`config.mk`:
```
export PLATFORM = sky130hd
export DESIGN_NAME = iil_core
export DESIGN_NICKNAME = d
export VERILOG_FILES = /design/src/logic/iil_pkg.sv /design/src/logic/iil_core.sv
export VERILOG_INCLUDE_DIRS = /design/src /design/src/logic
export SDC_FILE = /design/constraint.sdc
export NUM_CORES = 1
export LEC_CHECK = 0
export ABC_CLOCK_PERIOD_IN_PS = 4300
export BUFFER_PORTS_ARGS = -buffer_cell sky130_fd_sc_hd__buf_2
export CORE_MARGIN = 4
export CORE_UTILIZATION = 45
export CTS_CLUSTER_DIAMETER = 60
export CTS_CLUSTER_SIZE = 40
export DETAILED_ROUTE_END_ITERATION = 10
export PLACE_DENSITY_LB_ADDON = 0.1
export SYNTH_ARGS = -nofsm -noshare
export SYNTH_HDL_FRONTEND = slang
export SYNTH_SLANG_ARGS = --single-unit
```
`constraint.sdc`:
```
create_clock -name clk_sys_in -period 4.3 [get_ports clk_sys_in]
set_clock_uncertainty 0.2 [all_clocks]
set_input_delay 0.215 -clock clk_sys_in [delete_from_list [all_inputs] [get_ports clk_sys_in]]
set_output_delay 0.215 -clock clk_sys_in [all_outputs]
set_load 0.005 [all_outputs]
```
`src/logic/iil_cfg.svh`:
```
// Timing constants of the issue latency model.
// Notes on behaviour
// RULE_01 - ALU ops: 1 unshifted, 2 immediate shift, 3 register shift.
// RULE_02 - Saturating and halving add/subtract: 2 cycles, unshifted only.
// RULE_03 - Doubling saturating add/subtract and single saturate take 3 cycles.
// RULE_04 - Dual-halfword saturate and plain parallel add/subtract take 1 cycle.
// RULE_05 - Extend-and-add on bytes, dual bytes or halfwords takes 3 cycles.
// RULE_06 - Plain sign or zero extend takes 2 cycles.
// RULE_07 - Bitfield clear, insert and extract take 2 cycles.
// RULE_08 - Leading zeros, move-top, move-wide, reverses, status read take 1 cycle.
// RULE_09 - Status write not touching mode or control takes 1 cycle; others serialize.
// RULE_10 - Load data forwards only into add/subtract/compare/move-not ops.
// RULE_11 - No fast forward when the forwarded register feeds a shift.
// RULE_12 - Simple word load: 1 address cycle, latency 2 fast, 3 otherwise.
// RULE_13 - Word load with register shift or extend-rotate: 1 cycle, latency 3 or 4.
// RULE_14 - Simple byte or halfword load: 2 address cycles, latency 3 or 4.
// RULE_15 - Register-shifted byte or halfword load: 2 address cycles, latency 4 or 5.
// RULE_16 - Single load latency counts to the first destination register.
// RULE_17 - Two 32-bit registers move per cycle only at 64-bit aligned addresses.
// RULE_18 - Multiple transfers take cycles from list length and start alignment.
// RULE_19 - Load-multiple latency refers to the first loaded register.
// RULE_20 - Serializing operations wait until all earlier results are written.
// RULE_21 - Each destination keeps a ready count; dependents stall until it expires.
// RULE_22 - Register move: 1 cycle unshifted or immediate shift, 2 register shift.
`ifndef IIL_CFG_SVH
`define IIL_CFG_SVH

`define IIL_CNT_W      4
`define IIL_REG_W      4
`define IIL_NREG       16
`define IIL_LEN_W      5
`define IIL_ALIGN_MASK 3'h7

`define IIL_C1         4'h1
`define IIL_C2         4'h2
`define IIL_C3         4'h3

`define IIL_AGU_WORD   4'h1
`define IIL_AGU_BH     4'h2
`define IIL_LAT_WS_F   4'h2
`define IIL_LAT_WS_O   4'h3
`define IIL_LAT_WR_F   4'h3
`define IIL_LAT_WR_O   4'h4
`define IIL_LAT_BS_F   4'h3
`define IIL_LAT_BS_O   4'h4
`define IIL_LAT_BR_F   4'h4
`define IIL_LAT_BR_O   4'h5
`define IIL_LAT_LM_F   4'h2
`define IIL_LAT_LM_O   4'h3
`define IIL_SERIAL_CYC 4'h1

`endif

```
`src/logic/iil_pkg.sv`:
```
// Shared types of the issue latency model.
`default_nettype none
package iil_pkg;

    typedef enum logic [4:0] {
        IIL_OP_MOVE     = 5'h00,
        IIL_OP_ALU_FWD  = 5'h01,
        IIL_OP_ALU_LOG  = 5'h02,
        IIL_OP_PACK     = 5'h03,
        IIL_OP_SAT2     = 5'h04,
        IIL_OP_SAT3     = 5'h05,
        IIL_OP_SIMD1    = 5'h06,
        IIL_OP_EXTADD   = 5'h07,
        IIL_OP_EXT      = 5'h08,
        IIL_OP_BITFLD   = 5'h09,
        IIL_OP_MISC1    = 5'h0A,
        IIL_OP_SR_READ  = 5'h0B,
        IIL_OP_SR_WRITE = 5'h0C,
        IIL_OP_LD_WORD  = 5'h0D,
        IIL_OP_LD_BH    = 5'h0E,
        IIL_OP_LD_MULTI = 5'h0F,
        IIL_OP_ST_MULTI = 5'h10,
        IIL_OP_SERIAL   = 5'h11
    } iil_op_e;

    typedef enum logic [1:0] {
        IIL_SH_NONE = 2'h0,
        IIL_SH_IMM  = 2'h1,
        IIL_SH_REG  = 2'h2
    } iil_shift_e;

    typedef enum logic [1:0] {
        IIL_ST_RUN   = 2'h1,
        IIL_ST_DRAIN = 2'h2
    } iil_state_e;

endpackage
`default_nettype wire

```
`src/logic/iil_core.sv`:
```
// Issue-stage cycle accounting.
`timescale 1ns/10ps
`default_nettype none
`include "iil_cfg.svh"

module iil_core #(
    parameter int NREG  = `IIL_NREG,
    parameter int CNT_W = `IIL_CNT_W
) (
    input  wire logic                  clk_sys_in,       // Core clock, 125 MHz.
    input  wire logic                  rst_n_in,         // Synchronous reset, active low.
    input  wire logic                  issue_valid_in,   // Offered.
    output logic                       issue_ready_out,  // Taken this cycle.
    input  wire iil_pkg::iil_op_e      op_class_in,      // Operation class.
    input  wire iil_pkg::iil_shift_e   shift_kind_in,    // Shift style.
    input  wire logic                  dst_use_in,       // Writes a register.
    input  wire logic [`IIL_REG_W-1:0] dst_reg_in,       // First destination register.
    input  wire logic                  src_a_use_in,     // Unshifted source is read.
    input  wire logic [`IIL_REG_W-1:0] src_a_reg_in,     // Unshifted source register.
    input  wire logic                  src_b_use_in,     // Shiftable source is read.
    input  wire logic [`IIL_REG_W-1:0] src_b_reg_in,     // Shiftable source register.
    input  wire logic                  sh_amt_use_in,    // Shift amount is read.
    input  wire logic [`IIL_REG_W-1:0] sh_amt_reg_in,    // Shift amount register.
    input  wire logic                  mode_write_in,    // Write alters mode bits.
    input  wire logic [`IIL_LEN_W-1:0] reg_count_in,     // Register list length, 1 to 16.
    input  wire logic [2:0]            addr_low_in,      // Low bits of the start address.
    output logic                       issued_out,       // Issue pulse.
    output logic [CNT_W-1:0]           exec_cycles_out,  // Its exec cycles.
    output logic [CNT_W-1:0]           agu_cycles_out,   // Its address cycles.
    output logic [CNT_W-1:0]           result_lat_out,   // First result latency.
    output logic                       pair_used_out,    // It moved register pairs.
    output logic                       dep_stall_out,    // Waiting on a source register.
    output logic                       unit_stall_out,   // Waiting on a busy unit.
    output logic                       drain_out         // Waiting for a serialized drain.
);

    ////////////////////////////////////////////////////////////////////////////
    // Decoding functions.

    function automatic logic [CNT_W-1:0] exec_cyc(
        input iil_pkg::iil_op_e    cls,
        input iil_pkg::iil_shift_e sk,
        input logic                mw
    );
        logic [CNT_W-1:0] c;
        c = CNT_W'(0);
        unique case (cls)
            // RULE_22 move occupancy
            iil_pkg::IIL_OP_MOVE:
                c = (sk == iil_pkg::IIL_SH_REG) ? CNT_W'(`IIL_C2) : CNT_W'(`IIL_C1);
            // RULE_01 shift-dependent occupancy
            iil_pkg::IIL_OP_ALU_FWD,
            iil_pkg::IIL_OP_ALU_LOG: begin
                unique case (sk)
                    iil_pkg::IIL_SH_IMM: c = CNT_W'(`IIL_C2);
                    iil_pkg::IIL_SH_REG: c = CNT_W'(`IIL_C3);
                    default:             c = CNT_W'(`IIL_C1);
                endcase
            end
            iil_pkg::IIL_OP_PACK:
                c = (sk == iil_pkg::IIL_SH_NONE) ? CNT_W'(`IIL_C1) : CNT_W'(`IIL_C2);
            // RULE_02 saturating parallel ops
            iil_pkg::IIL_OP_SAT2:   c = CNT_W'(`IIL_C2);
            // RULE_03 doubling and single saturate
            iil_pkg::IIL_OP_SAT3:   c = CNT_W'(`IIL_C3);
            // RULE_04 plain parallel ops
            iil_pkg::IIL_OP_SIMD1:  c = CNT_W'(`IIL_C1);
            // RULE_05 extend and add
            iil_pkg::IIL_OP_EXTADD: c = CNT_W'(`IIL_C3);
            // RULE_06 plain extend
            iil_pkg::IIL_OP_EXT:    c = CNT_W'(`IIL_C2);
            // RULE_07 bitfield ops
            iil_pkg::IIL_OP_BITFLD: c = CNT_W'(`IIL_C2);
            // RULE_08 single cycle misc
            iil_pkg::IIL_OP_MISC1,
            iil_pkg::IIL_OP_SR_READ: c = CNT_W'(`IIL_C1);
            // RULE_09 status write cost
            iil_pkg::IIL_OP_SR_WRITE:
                c = mw ? CNT_W'(`IIL_SERIAL_CYC) : CNT_W'(`IIL_C1);
            iil_pkg::IIL_OP_SERIAL: c = CNT_W'(`IIL_SERIAL_CYC);
            default:                c = CNT_W'(0);
        endcase
        return c;
    endfunction

    // RULE_17 pairs need 64-bit alignment
    function automatic logic [CNT_W-1:0] pair_cyc(
        input logic [`IIL_LEN_W-1:0] n,
        input logic                  al
    );
        logic [`IIL_LEN_W-1:0] m;
        logic [`IIL_LEN_W-1:0] r;
        m = (n == '0) ? `IIL_LEN_W'(1) : n;
        if (al) begin
            r = `IIL_LEN_W'((m + `IIL_LEN_W'(1)) >> 1);
        end else begin
            r = `IIL_LEN_W'((m >> 1) + `IIL_LEN_W'(1));
        end
        return CNT_W'(r);
    endfunction

    // Load result latency; fast picks forwarding.
    function automatic logic [CNT_W-1:0] load_lat(
        input iil_pkg::iil_op_e    cls,
        input iil_pkg::iil_shift_e sk,
        input logic                fast
    );
        logic [CNT_W-1:0] l;
        logic             rs;
        rs = (sk == iil_pkg::IIL_SH_REG);
        l  = CNT_W'(0);
        unique case (cls)
            // RULE_12 RULE_13 word load latency
            iil_pkg::IIL_OP_LD_WORD: begin
                if (rs) begin
                    l = fast ? CNT_W'(`IIL_LAT_WR_F) : CNT_W'(`IIL_LAT_WR_O);
                end else begin
                    l = fast ? CNT_W'(`IIL_LAT_WS_F) : CNT_W'(`IIL_LAT_WS_O);
                end
            end
            // RULE_14 RULE_15 byte and halfword latency
            iil_pkg::IIL_OP_LD_BH: begin
                if (rs) begin
                    l = fast ? CNT_W'(`IIL_LAT_BR_F) : CNT_W'(`IIL_LAT_BR_O);
                end else begin
                    l = fast ? CNT_W'(`IIL_LAT_BS_F) : CNT_W'(`IIL_LAT_BS_O);
                end
            end
            // RULE_19 first loaded register
            iil_pkg::IIL_OP_LD_MULTI:
                l = fast ? CNT_W'(`IIL_LAT_LM_F) : CNT_W'(`IIL_LAT_LM_O);
            default: l = CNT_W'(0);
        endcase
        return l;
    endfunction

    function automatic logic is_load(input iil_pkg::iil_op_e cls);
        return (cls == iil_pkg::IIL_OP_LD_WORD) || (cls == iil_pkg::IIL_OP_LD_BH)
            || (cls == iil_pkg::IIL_OP_LD_MULTI);
    endfunction

    ////////////////////////////////////////////////////////////////////////////
    // Offer decode.

    logic             aligned;
    logic             uses_agu;
    logic             uses_exec;
    logic             serial;
    logic             fwd_class;
    logic [CNT_W-1:0] cur_exec;
    logic [CNT_W-1:0] cur_agu;
    logic [CNT_W-1:0] cur_lat_f;
    logic [CNT_W-1:0] cur_lat_o;

    assign aligned   = (addr_low_in & `IIL_ALIGN_MASK) == 3'h0;
    assign uses_agu  = is_load(op_class_in) || (op_class_in == iil_pkg::IIL_OP_ST_MULTI);
    assign uses_exec = !uses_agu;
    // RULE_09 mode-altering write serializes
    assign serial    = (op_class_in == iil_pkg::IIL_OP_SERIAL)
                    || ((op_class_in == iil_pkg::IIL_OP_SR_WRITE) && mode_write_in);
    // RULE_10 forwarding consumer classes
    assign fwd_class = (op_class_in == iil_pkg::IIL_OP_ALU_FWD);
    assign cur_exec  = exec_cyc(op_class_in, shift_kind_in, mode_write_in);
    assign cur_lat_f = load_lat(op_class_in, shift_kind_in, 1'b1);
    assign cur_lat_o = load_lat(op_class_in, shift_kind_in, 1'b0);

    // RULE_18 address cycles per class
    always_comb begin
        unique case (op_class_in)
            iil_pkg::IIL_OP_LD_WORD:  cur_agu = CNT_W'(`IIL_AGU_WORD);
            iil_pkg::IIL_OP_LD_BH:    cur_agu = CNT_W'(`IIL_AGU_BH);
            iil_pkg::IIL_OP_LD_MULTI,
            iil_pkg::IIL_OP_ST_MULTI: cur_agu = pair_cyc(reg_count_in, aligned);
            default:                  cur_agu = CNT_W'(0);
        endcase
    end

    ////////////////////////////////////////////////////////////////////////////
    // Per-register ready counters.

    logic [CNT_W-1:0] rem_fast_ff [NREG];
    logic [CNT_W-1:0] rem_slow_ff [NREG];
    logic [NREG-1:0]  busy_vec;
    logic             take;
    logic [CNT_W-1:0] new_fast;
    logic [CNT_W-1:0] new_slow;

    // RULE_16 latency of the first destination
    assign new_fast = is_load(op_class_in) ? cur_lat_f - CNT_W'(1) : cur_exec - CNT_W'(1);
    assign new_slow = is_load(op_class_in) ? cur_lat_o - CNT_W'(1) : cur_exec - CNT_W'(1);

    genvar gi;
    generate
        for (gi = 0; gi < NREG; gi++) begin : g_reg
            // RULE_21 ready count per register
            always_ff @(posedge clk_sys_in) begin
                if (!rst_n_in) begin
                    rem_fast_ff[gi] <= '0;
                    rem_slow_ff[gi] <= '0;
                end else if (take && dst_use_in && (dst_reg_in == `IIL_REG_W'(gi))) begin
                    rem_fast_ff[gi] <= new_fast;
                    rem_slow_ff[gi] <= new_slow;
                end else begin
                    if (rem_fast_ff[gi] != '0) begin
                        rem_fast_ff[gi] <= rem_fast_ff[gi] - CNT_W'(1);
                    end
                    if (rem_slow_ff[gi] != '0) begin
                        rem_slow_ff[gi] <= rem_slow_ff[gi] - CNT_W'(1);
                    end
                end
            end
            assign busy_vec[gi] = rem_slow_ff[gi] != '0;
        end
    endgenerate

    ////////////////////////////////////////////////////////////////////////////
    // Dependence check.

    logic dep_a;
    logic dep_b;
    logic dep_s;

    // RULE_10 RULE_11 unshifted source may forward
    assign dep_a = src_a_use_in && (fwd_class ? rem_fast_ff[src_a_reg_in] != '0
                                              : rem_slow_ff[src_a_reg_in] != '0);
    // RULE_11 shifted source takes slow path
    assign dep_b = src_b_use_in
                && ((fwd_class && (shift_kind_in == iil_pkg::IIL_SH_NONE))
                    ? rem_fast_ff[src_b_reg_in] != '0
                    : rem_slow_ff[src_b_reg_in] != '0);
    assign dep_s = sh_amt_use_in && (rem_slow_ff[sh_amt_reg_in] != '0);

    ////////////////////////////////////////////////////////////////////////////
    // Unit occupancy.

    logic [CNT_W-1:0] exec_cnt_ff;
    logic [CNT_W-1:0] agu_cnt_ff;
    logic             unit_busy;
    logic             all_idle;

    always_ff @(posedge clk_sys_in) begin
        if (!rst_n_in) begin
            exec_cnt_ff <= '0;
        end else if (take && uses_exec) begin
            exec_cnt_ff <= cur_exec - CNT_W'(1);
        end else if (exec_cnt_ff != '0) begin
            exec_cnt_ff <= exec_cnt_ff - CNT_W'(1);
        end
    end

    always_ff @(posedge clk_sys_in) begin
        if (!rst_n_in) begin
            agu_cnt_ff <= '0;
        end else if (take && uses_agu) begin
            agu_cnt_ff <= cur_agu - CNT_W'(1);
        end else if (agu_cnt_ff != '0) begin
            agu_cnt_ff <= agu_cnt_ff - CNT_W'(1);
        end
    end

    assign unit_busy = uses_exec ? (exec_cnt_ff != '0) : (agu_cnt_ff != '0);
    // Forwarded results still count as unfinished for a serializing op.
    assign all_idle  = (busy_vec == '0) && (exec_cnt_ff == '0) && (agu_cnt_ff == '0);

    ////////////////////////////////////////////////////////////////////////////
    // Serialization.

    iil_pkg::iil_state_e state_ff;

    // RULE_20 drain before serializing
    always_ff @(posedge clk_sys_in) begin
        if (!rst_n_in) begin
            state_ff <= iil_pkg::IIL_ST_RUN;
        end else begin
            unique case (state_ff)
                iil_pkg::IIL_ST_RUN: begin
                    if (issue_valid_in && serial && !all_idle) begin
                        state_ff <= iil_pkg::IIL_ST_DRAIN;
                    end
                end
                iil_pkg::IIL_ST_DRAIN: begin
                    if (all_idle) begin
                        state_ff <= iil_pkg::IIL_ST_RUN;
                    end
                end
                default: state_ff <= iil_pkg::IIL_ST_RUN;
            endcase
        end
    end

    logic in_run;

    assign in_run          = state_ff == iil_pkg::IIL_ST_RUN;
    assign dep_stall_out   = issue_valid_in && (dep_a || dep_b || dep_s);
    assign unit_stall_out  = issue_valid_in && unit_busy;
    assign drain_out       = state_ff == iil_pkg::IIL_ST_DRAIN;
    // RULE_20 RULE_21 issue gating
    assign take            = issue_valid_in && in_run && !unit_busy
                          && !(dep_a || dep_b || dep_s) && !(serial && !all_idle);
    assign issue_ready_out = take;

    ////////////////////////////////////////////////////////////////////////////
    // Issue report.

    always_ff @(posedge clk_sys_in) begin
        if (!rst_n_in) begin
            issued_out <= 1'b0;
        end else begin
            issued_out <= take;
        end
    end

    always_ff @(posedge clk_sys_in) begin
        if (!rst_n_in) begin
            exec_cycles_out <= '0;
            agu_cycles_out  <= '0;
            result_lat_out  <= '0;
            pair_used_out   <= 1'b0;
        end else if (take) begin
            exec_cycles_out <= uses_exec ? cur_exec : CNT_W'(0);
            agu_cycles_out  <= cur_agu;
            result_lat_out  <= is_load(op_class_in) ? cur_lat_o : cur_exec;
            // RULE_17 paired transfer flag
            pair_used_out   <= (reg_count_in > (aligned ? `IIL_LEN_W'(1) : `IIL_LEN_W'(2)))
                            && ((op_class_in == iil_pkg::IIL_OP_LD_MULTI)
                                || (op_class_in == iil_pkg::IIL_OP_ST_MULTI));
        end
    end

endmodule
`default_nettype wire

```
# Word level (Yosys, flattened, before mapping)
# Memory sizes are Yosys's and may differ from the RTL's.
# Cells that the tools add are included.
dict set report totals {
  regBits 24
  mem_bits_rw 128
  in_bits 39
  out_inout_bits 18
  elab_cells 524
  n_memories 2
}
# memory depth width read_ports rd_ports_with_merged_regs write_ports line
set memory_table {}
lappend memory_table {rem_fast_ff 16 4 18 0 16 iil_core.sv:181} ;# logic [CNT_W-1:0] rem_fast_ff [NREG];
lappend memory_table {rem_slow_ff 16 4 19 0 16 iil_core.sv:182} ;# logic [CNT_W-1:0] rem_slow_ff [NREG];
dict set report op_classes {
  n_addsub 40
  n_lt_le_gt_ge 1
  eq_ne 38
  mux 268
  n_bitwise 64
  n_reduce_logical 103
}
# operator count
set op_table {}
lappend op_table {{$mux W4} 73}
lappend op_table {{$mux W1} 182}
lappend op_table {{$reduce_bool A4 Y1} 39}
lappend op_table {{$sub A4 B1 Y4 const B} 38}
lappend op_table {{$or A1 B1 Y1} 64}
lappend op_table {{$eq A5 B4 Y1 const B} 8}
lappend op_table {{$logic_and A1 B1 Y1} 36}
lappend op_table {{$pmux W4 S3} 3}
lappend op_table {{$eq A4 B4 Y1 const B} 8}
lappend op_table {{$eq A5 B3 Y1 const B} 4}
lappend op_table {{$eq A4 B3 Y1 const B} 4}
lappend op_table {{$logic_not A16 Y1} 1}
lappend op_table {{$logic_not A4 Y1} 3}
lappend op_table {{$pmux W2 S6} 1}
lappend op_table {{$eq A5 B2 Y1 const B} 2}
lappend op_table {{$eq A5 B5 Y1 const B} 2}
lappend op_table {{$logic_not A5 Y1} 2}
lappend op_table {{$mux W2} 5}
lappend op_table {{$eq A4 B2 Y1 const B} 2}
lappend op_table {{$pmux W2 S2} 2}
lappend op_table {{$logic_or A1 B1 Y1} 7}
lappend op_table {{$reduce_or A2 Y1} 3}
lappend op_table {{$add A5 B1 Y5 const B} 1}
lappend op_table {{$eq A5 B1 Y1 const B} 1}
lappend op_table {{15 further kinds} 23}

# Depth between registers and ports, before layout
dict set report logic_depth {
  word_depth 16
  mapped_depth 13
  ltp_nobuf 13
}

# Worst setup path after synthesis
# Ideal clock, no wire load.
dict set report synth_timing {
  path_type {register -> register}
  startpoint {memory rem_slow_ff[6][0] (netlist bit)}
  endpoint {memory rem_slow_ff[3][0] (netlist bit), enable pin}
  setup_time_ns 0.315
  arrival_ns 3.050
  required_ns 3.785
  path_slack_ns 0.735
  path_stages_with_launch 12
  n_path_buf 1
  synth_period_minus_slack_ns 3.565
  path_cell_list {edfxtp_1 inv_1 ha_1 or3b_2 nor4_1 nand4_1 o41ai_1 and2_1 nor4b_4 clkbuf_1 nand3_1 nand4_1}
}
# item line
set synth_lines {}
lappend synth_lines {{start, declared} iil_core.sv:182}

==> key figures <==
Outcome
  – Status: complete, no violations

Timing
  – Slew @ Worst Pin: 1.072 ns
  – Unrepaired setup endpoints after global routing: no
  – Final Setup Violations: 0
  – Minimum clock period after layout: 3.984 ns
  – Final period utilization: 0.9265
  – Fin. Hold Viols: 0
  – Hold_ws: 0.05368 ns
  – Final Max Tran Viols: 0
  – Final setup TNS: 0 ns
  – Max-slew headroom: 0.2855
  – FMAX: 251.0 MHz

Place
  – Gp weighted congestion: 0.8673
  – DP Area: 11,860 sq um
  – # port buffers: 53
  – Hpwl dp: 23.80 mm

Die
  – Initial Util: 0.4602
  – FP Rows: 57
  – Die H: 166.4 um
  – CORE AREA: 24,530 sq um
  – I/O Pins: 57
  – Die ar.: 27,690 sq um
  – Die width: 166.4 um

Clocking
  – Sink Count: 149
  – CTS max path bufs: 2
  – Cts bufs inserted: 17
  – Root buffer cell: clkbuf_16
  – Worst-skew pair later-pin latency: 0.44 ns
  – Htree depth: 4
  – Clk slew on worst S/H paths: 0.06 ns
  – CTS Hold Bufs: 0
  – CTS tree: built

Pwr
  – Internal Pwr Total: 4999 uW
  – Maximum vdd ir drop: 0.2410 mV
  – Switching Fraction: 0.4084
  – P_sw: 3451 uW
  – Power Dens Cells: 677.0 nW/um^2
  – Clock share of power: 0.188
  – Sequential Power Share: 0.350
  – Static leakage: 0.004992 uW
  – Gate power share: 0.461

Finish
  – Register area: 4264 sq um
  – Area of the multi-input gates: 6381 sq um
  – Final Net Count: 1,468
  – Layout area overhead: 10.54%
  – Most common cell after layout, fill and taps aside: nor2_1
  – Most frequent cells in the layout: nor2_1, o21ai_0, nand2_1
  – Fraction of layout instances using a drive strength above 1: 0.1072
  – Fillers: 2,327
  – Final instance area: 12,480 sq um

Setup path
  – Critical path cell sequence: inv_1, ha_1, or4bb_1, nor4_1, nand4_1, o41ai_1, and2_1, nand4b_4, buf_12, or2_0, mux2i_1
  – Instance count on the critical path: 11
  – Critical R2R Capture: rem_fast_ff[15][2]
  – Critical Path Sink: rem_fast_ff[15][2]
  – CP Launch Point: rem_slow_ff[3][0]
  – CP Data Arrival Time: 3.92 ns
  – Worst r2r src: rem_slow_ff[3][0]
  – CP Data Required Time: 4.24 ns
  – CP Launch Type: flop
  – Maximum fanout along the worst path: 79
  – CP delay by family, top: simple AND/OR/NAND/NOR gates
  – WS Path Type: flop to flop
  – Reg2reg setup slack: 0.32 ns
  – Worst path slowest cell: or4bb_1
  – Buf+Inv Stages, Crit Path: 2
  – Crit path largest cell delay: 0.49 ns
  – Register-to-Register Path Depth: 11
  – Crit path capture type: flop

Route
  – Routed WL: 32.97 mm
  – Avg WL per Cell: 19.32 um
  – Via density per instance: 5.901
  – Initial DRC count: 845
  – Length of the first detailed-routing pass in iterations: 6
  – Residual DRC: 0
  – Vias: 10,067
  – Antenna Nets Post-Route: 0

Global routing
  – Largest net degree at the start of global routing: 80
  – First-pass GRT wire length: 51.59 mm
  – GRT Util Overall: 0.2332
  – Vias in the first global route: 9,540
  – Initial antenna violation count: 1
  – GRT Residual Overflow: 0

Run
  – Max-cap violation count: 0

Yosys
  – EDFF count, synth: 128
  – Synth cell types: 70
  – Synth Area in Simple Gates: 0.2481
  – Main combinational cell family by area after synthesis: simple AND/OR/NAND/NOR gates
  – Mapped Cells: 1,345
  – Fraction of registers with async set/reset: 0
  – Synth Area in Adders: 0.06760
  – Post-synthesis sequential area ratio: 0.3777
  – Yosys warns: 0
  – Synth Area in Compound Gates: 0.1570
  – Synth Cell Area: 11,290 sq um
  – Mapped Avg Cell Area: 8.395 sq um
  – Multiplexer area fraction after synthesis: 0.07281
  – Ys flop type: edfxtp_1
  – Synth Register Bits: 149
  – XOR/XNOR share of the synthesized area: 0.01784

Hold path
  – Hold WC Path Type: input port to flop
  – HP Start: reg_count_in[4]
[worst min-delay path: stages]
cell and delay, ns:
buf_2 0.11, xnor2_1 0.12, nor2_1 0.06, nand2_1 0.06
a21oi_1 0.06
[synth_stat cells, types with 5 or more instances]
cell type | count | area (sq um)
nand2_1 | 136 | 510.5
clkbuf_1 | 54 | 202.7
nand3_1 | 29 | 145.1
nand2b_1 | 8 | 50.05
buf_2 | 13 | 65.06
o21ai_0 | 144 | 720.7
inv_1 | 81 | 304.0
or3b_2 | 7 | 61.31
mux4_2 | 9 | 202.7
and3_1 | 5 | 31.28
or2_1 | 12 | 75.07
edfxtp_1 | 128 | 3844
nor2_1 | 158 | 593.1
a211oi_1 | 5 | 37.54
a22oi_1 | 5 | 37.54
or3_1 | 34 | 212.7
nand4_1 | 35 | 219.0
nor2b_1 | 11 | 68.82
buf_1 | 6 | 22.52
or4_1 | 17 | 127.6
and2_1 | 8 | 50.05
nor4_1 | 27 | 168.9
mux2_2 | 6 | 67.56
nand3b_1 | 8 | 60.06
ha_1 | 61 | 763.2
xnor2_1 | 20 | 175.2
o21ai_1 | 78 | 390.4
nor3_1 | 37 | 185.2
dfxtp_1 | 21 | 420.4
a21oi_1 | 47 | 235.2
mux2i_1 | 54 | 540.5
[registers in the layout, indices dropped and copies added (netlist names)]
register and count:
agu_cnt_ff 4, agu_cycles_out 4, exec_cnt_ff 4, exec_cycles_out 2, issued_out 1, pair_used_out 1, rem_fast_ff 64, rem_slow_ff 64
result_lat_out 3, state_ff 2
[layer usage]
layer | up-vias | GRT usage | wire (um) | share of wire
met4 | 0 | 0.07720 | 947 | 0.029
met1 | 4734 | 0.3192 | 14460 | 0.44
li1 | 4928 | - | - | -
met3 | 55 | 0.03999 | 2197 | 0.067
met2 | 350 | 0.3770 | 15360 | 0.47
met5 | - | 0 | 0 | 0
[final cells by class]
type / instances / area share
Tap cell: 324 / 0.03248
Timing Repair Buffer: 82 / 0.04090
Clock buffer: 22 / 0.03719
Multi-Input combinational cell: 1037 / 0.5113
Antenna cell: 1 / 0.0002005
Clock inverter: 10 / 0.01193
Inverter: 81 / 0.02436
Sequential cell: 149 / 0.3417
[stage by stage]
stage / instances / util / setup WS (ns) / total power [uW]
after detailed placement: 1672 / 0.4833 / 0.1441 / 6835
after CTS: 1704 / 0.5083 / 0.1183 / 8444
final: 1706 / 0.5087 / 0.3162 / 8450
after floorplan: 1347 / - / 0.7348 / 5707
after global routing: 1706 / 0.5087 / 0.09603 / 9148
after global placement: 1672 / 0.4833 / 0.1971 / 6789
[power groups by stage]
stage	Clock (uW)	Combinational [uW]	Sequential (uW)
2_1_floorplan	0	2900	2810
3_3_place_gp	0	3830	2960
3_5_place_dp	0	3860	2970
4_1_cts	1610	3890	2950
5_1_grt	1670	4430	3050
6_report	1590	3900	2960
[worst min path at each step]
stage,slack (ns),to,cells after the start
floorplan,0.25,exec_cycles_out[1],2
global placement,0.24,exec_cycles_out[1],2
detailed placement,0.24,exec_cycles_out[1],2
CTS,0.05,agu_cycles_out[3],5
global route,0.07,agu_cycles_out[3],5
finish,0.05,agu_cycles_out[3],5
[repair_timing]
item	in CTS	in global routing
setup buffers	0	1
endpoints found under the hold margin	0	0
endpoints found under the setup margin	0	56
resized for setup	0	0
[kinds of logic after synthesis]
group | count (synthesis)
flip-flops | 149
buffers and inverters | 161
XOR/XNOR | 23
multiplexers | 70
adder cells (fa/ha/maj) | 61
AO/OA/AOI/OAI | 322
AND/OR/NAND/NOR | 558
other | 1
Power figures use the tool's default switching activity.
